## src/hdl/sysrst_regs.svh

```systemverilog
// Source bit numbers, widths, reset values and timing counts of the system reset controller.
`ifndef SYSRST_REGS_SVH
`define SYSRST_REGS_SVH
`define SYSRST_CLK_HZ        25000000
`define SYSRST_TRST_US       50
`define SYSRST_TRST_CYC      ((`SYSRST_TRST_US * `SYSRST_CLK_HZ) / 1000000)
`define SYSRST_CNT_W         11
`define SYSRST_NSRC          8
`define SYSRST_PORT_W        8
`define SYSRST_PC_W          16
`define SYSRST_PC_RESET      16'h0000
`define SYSRST_LATCH_RESET   8'hFF
`define SYSRST_CAUSE_RESET   8'h01
`define SYSRST_SRC_POR       0
`define SYSRST_SRC_PIN       1
`define SYSRST_SRC_CMP       2
`define SYSRST_SRC_SW        3
`define SYSRST_SRC_SUPMON    4
`define SYSRST_SRC_WDT       5
`define SYSRST_SRC_MCD       6
`define SYSRST_SRC_FLASH     7
`endif

```

## src/hdl/sysrst_pkg.sv

```systemverilog
// Types shared by the system reset controller.
`default_nettype none
package sysrst_pkg;
  typedef enum logic [1:0] {
    SYSRST_RUN   = 2'b00,
    SYSRST_HOLD  = 2'b01,
    SYSRST_DELAY = 2'b10
  } sysrst_state_t;

  typedef struct packed {
    logic       core_halt;
    logic       regs_reset;
    logic       regs_por_reset;
    logic       ram_write_block;
    logic       pc_clear;
    logic       clk_sel_internal;
    logic       wdt_force_enable;
    logic       irq_disable;
    logic       timer_disable;
    logic       port_force;
    logic       port_open_drain;
    logic       weak_pullup_en;
  } sysrst_ctl_t;
endpackage
`default_nettype wire

```

## src/hdl/sysrst_ctrl.sv

```systemverilog
// System reset controller: gathers reset sources and sequences entry and exit.
//
// Overview of operation
// - Any active reset halts the core until exit.
// - Registers reset, except power-on-only bits on non-POR.
// - On-chip RAM contents are never disturbed by reset.
// - Port latches reset to one, open-drain drivers.
// - Weak pull-ups enabled during and after reset.
// - POR or supply monitor drives reset pin low.
// - Program counter cleared to zero on exit.
// - Clock selection returns to internal oscillator.
// - Watchdog enabled on leaving reset.
// - Interrupt enables cleared, timers disabled in reset.
// - Port pins forced to a defined state.
// - Eight sources each enter reset.
// - Non-POR release waits 50 us before execution.
`timescale 1ns/1ps
`default_nettype none
`include "sysrst_regs.svh"

module sysrst_ctrl
  import sysrst_pkg::*;
(
  input  wire logic                       clk_i,
  input  wire logic                       rst_i,
  input  wire logic [`SYSRST_NSRC-1:0]    src_i,
  input  wire logic                       reset_pin_low_i,
  output logic                            reset_pin_low_o,
  output logic                            reset_pin_low_oe_o,
  output sysrst_ctl_t                     ctl_o,
  output logic [`SYSRST_PC_W-1:0]         pc_load_o,
  output logic [`SYSRST_PORT_W-1:0]       port_latch_o,
  output logic [`SYSRST_NSRC-1:0]         cause_o,
  output logic                            in_reset_o
);

  // The wait count must fit the counter width; a faster clock may need a wider counter.
  localparam logic [`SYSRST_CNT_W-1:0] DELAY_CYC = `SYSRST_CNT_W'(`SYSRST_TRST_CYC);

  // Sources other than POR come from other logic or a pin; sync all of them
  // so a sub-cycle glitch cannot half-enter reset. POR is also synced: the
  // controller's own rst_i covers the cycles before it settles.
  logic [`SYSRST_NSRC-1:0] src_s1_q;
  logic [`SYSRST_NSRC-1:0] src_s2_q;
  logic                    pin_s1_q;
  logic                    pin_s2_q;

  always_ff @(posedge clk_i) begin
    src_s1_q <= src_i;
    src_s2_q <= src_s1_q;
    pin_s1_q <= reset_pin_low_i;
    pin_s2_q <= pin_s1_q;
  end

  logic [`SYSRST_NSRC-1:0] src_live;
  logic                    any_src;
  logic                    drive_pin;
  logic [1:0]              own_hist_q;
  logic [1:0]              own_hist_d;
  logic                    own_mask;

  always_comb begin
    src_live = src_s2_q;
    // The pin is read back through its own input, so our own drive of it
    // would look like an external request; mask it while we drive it.
    src_live[`SYSRST_SRC_PIN] = src_s2_q[`SYSRST_SRC_PIN] | (pin_s2_q & ~own_mask);
    any_src = |src_live;
    drive_pin = src_live[`SYSRST_SRC_POR] | src_live[`SYSRST_SRC_SUPMON];
  end

  sysrst_state_t           state_q;
  sysrst_state_t           state_d;
  logic [`SYSRST_CNT_W-1:0] cnt_q;
  logic [`SYSRST_CNT_W-1:0] cnt_d;
  logic [`SYSRST_NSRC-1:0] cause_q;
  logic [`SYSRST_NSRC-1:0] cause_d;
  logic                    pin_q;
  logic                    pin_d;
  logic                    por_seen_q;
  logic                    por_seen_d;
  sysrst_ctl_t             ctl_q;
  sysrst_ctl_t             ctl_d;
  logic [`SYSRST_PC_W-1:0] pc_q;
  logic [`SYSRST_PC_W-1:0] pc_d;
  logic [`SYSRST_PORT_W-1:0] latch_q;
  logic [`SYSRST_PORT_W-1:0] latch_d;

  // Our own drive comes back through the pin synchroniser two cycles after
  // it stops, so the mask lasts two cycles longer than the drive; without
  // that, every reset that pulled the pin would be followed by a false one.
  always_comb begin
    own_hist_d = {own_hist_q[0], pin_q};
    own_mask   = pin_q | (|own_hist_q);
  end

  always_ff @(posedge clk_i) begin
    if (rst_i) begin
      own_hist_q <= 2'b11;
    end else begin
      own_hist_q <= own_hist_d;
    end
  end

  // RUN while no source is active, HOLD while any is, and DELAY for the wait
  // after a release that had no power-on part. Outputs are registered from the
  // next state so every control changes on the same edge.
  always_comb begin
    state_d    = state_q;
    cnt_d      = cnt_q;
    cause_d    = cause_q;
    por_seen_d = por_seen_q;
    pin_d      = 1'b0;
    case (state_q)
      SYSRST_RUN: begin
        // A new reset reloads the cause register, so it names only the sources
        // of the latest reset; later sources are added while it lasts.
        if (any_src) begin
          state_d    = SYSRST_HOLD;
          cause_d    = src_live;
          por_seen_d = src_live[`SYSRST_SRC_POR];
          pin_d      = drive_pin;
        end
      end
      SYSRST_HOLD: begin
        cause_d    = cause_q | src_live;
        por_seen_d = por_seen_q | src_live[`SYSRST_SRC_POR];
        pin_d      = pin_q | drive_pin;
        if (!any_src) begin
          if (por_seen_q) begin
            // Power-on has its own analog delay before release.
            state_d = SYSRST_RUN;
          end else begin
            state_d = SYSRST_DELAY;
            cnt_d   = DELAY_CYC;
          end
        end
      end
      SYSRST_DELAY: begin
        pin_d = pin_q;
        // A source that returns during the wait sends the sequencer back to
        // HOLD; unless POR returned, the full wait starts again once every source is gone.
        if (any_src) begin
          state_d    = SYSRST_HOLD;
          cause_d    = cause_q | src_live;
          por_seen_d = por_seen_q | src_live[`SYSRST_SRC_POR];
          pin_d      = pin_q | drive_pin;
        end else if (cnt_q <= `SYSRST_CNT_W'(1)) begin
          state_d = SYSRST_RUN;
        end else begin
          cnt_d = cnt_q - `SYSRST_CNT_W'(1);
        end
      end
      default: begin
        state_d = SYSRST_HOLD;
      end
    endcase
    // The pin is let go on the same edge as the core, never a cycle later.
    if (state_d == SYSRST_RUN) begin
      pin_d = 1'b0;
    end
  end

  logic next_in_reset;

  always_comb begin
    next_in_reset = (state_d != SYSRST_RUN);
    ctl_d = '0;
    ctl_d.core_halt        = next_in_reset;
    ctl_d.regs_reset       = next_in_reset;
    // Power-on-only bits are reset only when a power-on source took part.
    ctl_d.regs_por_reset   = next_in_reset & por_seen_d;
    ctl_d.ram_write_block  = next_in_reset;
    ctl_d.pc_clear         = next_in_reset;
    ctl_d.clk_sel_internal = next_in_reset;
    ctl_d.wdt_force_enable = next_in_reset;
    ctl_d.irq_disable      = next_in_reset;
    ctl_d.timer_disable    = next_in_reset;
    ctl_d.port_force       = next_in_reset;
    ctl_d.port_open_drain  = next_in_reset;
    // Pull-ups stay on after release; firmware turns them off through its own register.
    ctl_d.weak_pullup_en   = 1'b1;
    pc_d    = `SYSRST_PC_RESET;
    latch_d = `SYSRST_LATCH_RESET;
  end

  always_ff @(posedge clk_i) begin
    if (rst_i) begin
      state_q    <= SYSRST_HOLD;
      cnt_q      <= '0;
      cause_q    <= `SYSRST_CAUSE_RESET;
      por_seen_q <= 1'b1;
      pin_q      <= 1'b1;
    end else begin
      state_q    <= state_d;
      cnt_q      <= cnt_d;
      cause_q    <= cause_d;
      por_seen_q <= por_seen_d;
      pin_q      <= pin_d;
    end
  end

  always_ff @(posedge clk_i) begin
    if (rst_i) begin
      ctl_q      <= '1;
      pc_q       <= `SYSRST_PC_RESET;
      latch_q    <= `SYSRST_LATCH_RESET;
    end else begin
      ctl_q      <= ctl_d;
      pc_q       <= pc_d;
      latch_q    <= latch_d;
    end
  end

  // Control outputs come from registers so the core never sees a glitch.
  assign reset_pin_low_o    = 1'b0;
  assign reset_pin_low_oe_o = pin_q;
  assign ctl_o              = ctl_q;
  assign pc_load_o          = pc_q;
  assign port_latch_o       = latch_q;
  assign cause_o            = cause_q;
  assign in_reset_o         = ctl_q.core_halt;

endmodule
`default_nettype wire

```

## config.mk

```make
export PLATFORM = sky130hd
export DESIGN_NAME = sysrst_ctrl
export DESIGN_NICKNAME = d
export VERILOG_FILES = /design/src/hdl/sysrst_pkg.sv /design/src/hdl/sysrst_ctrl.sv
export VERILOG_INCLUDE_DIRS = /design/src /design/src/hdl
export SDC_FILE = /design/constraint.sdc
export NUM_CORES = 1
export LEC_CHECK = 0
export ABC_AREA = 1
export BUFFER_PORTS_ARGS = -buffer_cell sky130_fd_sc_hd__buf_2
export CORE_MARGIN = 2
export CORE_UTILIZATION = 40
export CTS_CLUSTER_SIZE = 20
export DETAILED_ROUTE_END_ITERATION = 12
export SLEW_MARGIN = 10
export SYNTH_ARGS = -nofsm -noshare
export SYNTH_HDL_FRONTEND = slang
export SYNTH_SLANG_ARGS = --single-unit
```

## constraint.sdc

```tcl
create_clock -name clk_i -period 2.05 [get_ports clk_i]
set_input_delay 0.205 -clock clk_i [delete_from_list [all_inputs] [get_ports clk_i]]
set_output_delay 0.205 -clock clk_i [all_outputs]
set_load 0.03 [all_outputs]
```

==> impl_results.md <==
* P&R area growth vs syn at 10.31%
* Net switching power at 0.6153 mW
* Wire length of the first global-routing pass at 6.913 mm
* Part of the power in combinational logic at 20.6%
* Source of the critical timing path: state_q[1]
* Detail Route Antenna Nets at 0
* Count of flip-flops with a built-in enable after synthesis at 0
* Total wire length after detailed routing at 3.993 mm
* Worst R2R Setup Slack at 0.25 ns
* Yosys top cell by area: sky130_fd_sc_hd__dfxtp_1
* Internal power at 1.271 mW
* Unrepaired setup endpoints after global routing: false
* Yosys warnings at 0
* Final total power at 1.886 mW
* Number of filler instances in the final layout at 585
* Most used cells in the layout excluding fill and tap cells: sky130_fd_sc_hd__nand2_1 (65), sky130_fd_sc_hd__dfxtp_1 (45), sky130_fd_sc_hd__buf_2 (31)
* Total number of H-tree levels at 2
* Detailed placement HPWL at 3.021 mm
* Worst endpoint data arrival time at 1.98 ns
* Std-Cell Rows at 27
* Diodes inserted at 0
* CTS clk-pin slew, worst paths at 0.09 ns
* Worst Hold Margin at 0.02336 ns
* Number of cells in the finished layout apart from fillers at 395
* Synthesized cell area at 2210 µm²
* Worst slack after detailed placement at 0.1090 ns
* Max-cap violations at 0
* Status: finished, final reports clean
* Number of different library cells in the post-synthesis netlist at 27
* Number of global-route vias before repair at 1,599
* Drt pass-1 iters at 4
* FF-to-FF End: cnt_q[4]
* Post-layout net count at 339
* Largest net degree at the start of global routing at 17
* Share of synthesized area occupied by flip-flops and latches at 40.77%
* Via count at 1,731
* Switching portion of total power at 32.62%
* Async S/R FF share, synth at 0%
* Critical path startpoint category: flip-flop
* Final instance area at 2437 µm²
* Total die area at 6135 µm²
* Most frequent standard cell in the layout excluding fill and tap cells: sky130_fd_sc_hd__nand2_1
* Post-DP Area at 2255 µm²
* Number of hold-slack violations in the final timing report at 0
* Clk_skew at 0.01135 ns
* Part of the total power dissipated in sequential elements at 50.7%
* Final setup violation count at 0
* Routability congestion estimate from global placement at 0.8992
* Number of top-level pins at 58
* Synth area leaders: sky130_fd_sc_hd__dfxtp_1 (41%), sky130_fd_sc_hd__buf_4 (12%), sky130_fd_sc_hd__nand2_1 (11%)
* Number of sinks on the clock net at 45
* Synthesized instance count at 291
* Kind of end point of the critical path: flip-flop
* Initial Utilization at 40.88%
* Average instance area after synthesis at 7.593 µm²
* Number of buffers created by CTS at 5
* Total gr overflow at 0
* Clock latency on the worst-skew pair at 0.30 ns
* Share of post-route cells with drive strength above 1 at 22.29%
* Share of power burned in the clock network at 28.8%
* Die boundary width at 78.33 µm
* Total instance count after detailed placement at 379
* Wire length per cell after detailed routing at 10.11 µm
* Buffers added on ports at 31
* Worst setup margin at 0.2545 ns
* Critical Path Sink: cnt_q[4]
* Share of the core filled with cells in the final layout at 45.09%
* Leak pwr at 1.178 nW
* Count of state elements after synthesis at 45
* DR iter-0 viols at 103
* Portion of the clock cycle consumed by the worst path in the final layout at 87.59%
* Vias per cell at 4.382
* Final TNS setup at 0 ns
* Deepest clock path buffer count at 2
* RR Startpoint: state_q[1]
* Power per unit of standard cell area at 774.0 nW/µm²
* Die Ht at 78.33 µm
* Worst VDD drop at 473.3 µV
* Share of Yosys cell area claimed by the top area cell type at 40.77%
* Library cell used as clock root buffer: sky130_fd_sc_hd__clkbuf_8
* Worst setup path class: reg2reg
* Final max-slew violation count at 0
* Drc violations at 0
* Std-Cell Core Area at 5405 µm²
* Antenna violations before repair at 0
* Peak clock frequency supported by timing at 557.0 MHz
* Time the worst path needs with I/O delays and setup at 1.795 ns
* Worst-path maximum fanout at 5
* Path category of the worst min-delay check: in2reg
* Overall routing resource usage at 14.04%
* Data required time of the critical path at 2.24 ns
* Depth of the worst register-to-register path at 12
* Clock tree from TritonCTS: yes
* Dominant synthesized flop cell: sky130_fd_sc_hd__dfxtp_1
[Yosys cell counts (2+ instances only)]
master / count
sky130_fd_sc_hd__buf_4: 36
sky130_fd_sc_hd__nand2_2: 11
sky130_fd_sc_hd__ha_1: 6
sky130_fd_sc_hd__nor2_2: 2
sky130_fd_sc_hd__nand3_2: 3
sky130_fd_sc_hd__o21ai_0: 7
sky130_fd_sc_hd__dfxtp_1: 45
sky130_fd_sc_hd__a21oi_1: 11
sky130_fd_sc_hd__nor2_4: 2
sky130_fd_sc_hd__inv_1: 26
sky130_fd_sc_hd__o21ai_1: 3
sky130_fd_sc_hd__nand3_1: 14
sky130_fd_sc_hd__conb_1: 2
sky130_fd_sc_hd__nor2_1: 30
sky130_fd_sc_hd__nor3_1: 2
sky130_fd_sc_hd__inv_2: 5
sky130_fd_sc_hd__a21oi_2: 7
sky130_fd_sc_hd__nand2_1: 65
sky130_fd_sc_hd__nand4_1: 6
[power by group through the flow]
stage | Combinational, mW | Sequential, mW | Clock [mW]
floorplan | 0.321 | 1.02 | 0
global placement | 0.376 | 0.976 | 0
detailed placement | 0.376 | 0.977 | 0
CTS | 0.384 | 0.956 | 0.569
global route | 0.425 | 0.963 | 0.604
finish | 0.388 | 0.956 | 0.543
[kinds of logic after synthesis]
logic type	count (synthesis)	share of synthesized area, %
simple gates	139	29.28
compound gates	29	7.814
other cells	2	0.3399
buf+inv	70	18.40
fa+ha+maj	6	3.397
flops	45	40.77
[final cells by class]
| class | count | area (µm²) | share of cell area [%] |
|---|---|---|---|
| clock buffer | 5 | 68.82 | 2.823 |
| clock inverter | 3 | 21.27 | 0.8727 |
| inverter | 31 | 116.4 | 4.774 |
| tap | 72 | 90.09 | 3.696 |
| sequential | 45 | 900.9 | 36.96 |
| multi-input combinational | 200 | 1005 | 41.22 |
| timing repair buffer | 39 | 235.2 | 9.651 |
[timing repair]
item | in CTS | in global routing
hold endpoints to repair | 5 | 3
endpoints found under the setup margin | 0 | 8
hold buffers | 5 | 3
buffers inserted | 0 | 0
resized for setup | 0 | 2
[layer usage]
metal | global-route usage (%) | part of all wire, %
met5 | 0 | 0
met4 | 4.737 | 1.2
met3 | 3.103 | 2.7
met1 | 17.22 | 47
met2 | 24.31 | 49
[worst min-delay path by stage]
stage / depth (start not counted) / start / endpoint / slack [ns]
floorplan: 0 / reset_pin_low_i / pin_s1_q / 0.23
global placement: 1 / src_i[6] / src_s1_q[6] / 0.31
detailed placement: 1 / src_i[4] / src_s1_q[4] / 0.31
CTS: 1 / src_i[1] / src_s1_q[1] / 0.001
global route: 1 / src_i[5] / src_s1_q[5] / 0.005
finish: 1 / src_i[5] / src_s1_q[5] / 0.02
[registers in the layout, summed over array words and instances (netlist names)]
name	cells
pin_s1_q	1
own_hist_q	2
state_q	2
cause_o	8
ctl_o	2
src_s1_q	8
src_s2_q	8
por_seen_q	1
pin_s2_q	1
reset_pin_low_oe_o	1
cnt_q	11
[worst max-delay path, stage by stage (launching register included)]
cell	delay, ns
sky130_fd_sc_hd__dfxtp_1	0.43
sky130_fd_sc_hd__inv_1	0.12
sky130_fd_sc_hd__ha_1	0.26
sky130_fd_sc_hd__nand2_1	0.10
sky130_fd_sc_hd__inv_2	0.04
sky130_fd_sc_hd__nor2_1	0.10
sky130_fd_sc_hd__nand3_2	0.13
sky130_fd_sc_hd__inv_2	0.12
sky130_fd_sc_hd__nand2_2	0.10
sky130_fd_sc_hd__nor2_2	0.12
sky130_fd_sc_hd__nand3_1	0.08
sky130_fd_sc_hd__nand2_1	0.06
sky130_fd_sc_hd__nor2_1	0.03
Note: power is estimated with default switching activity, not from simulation.
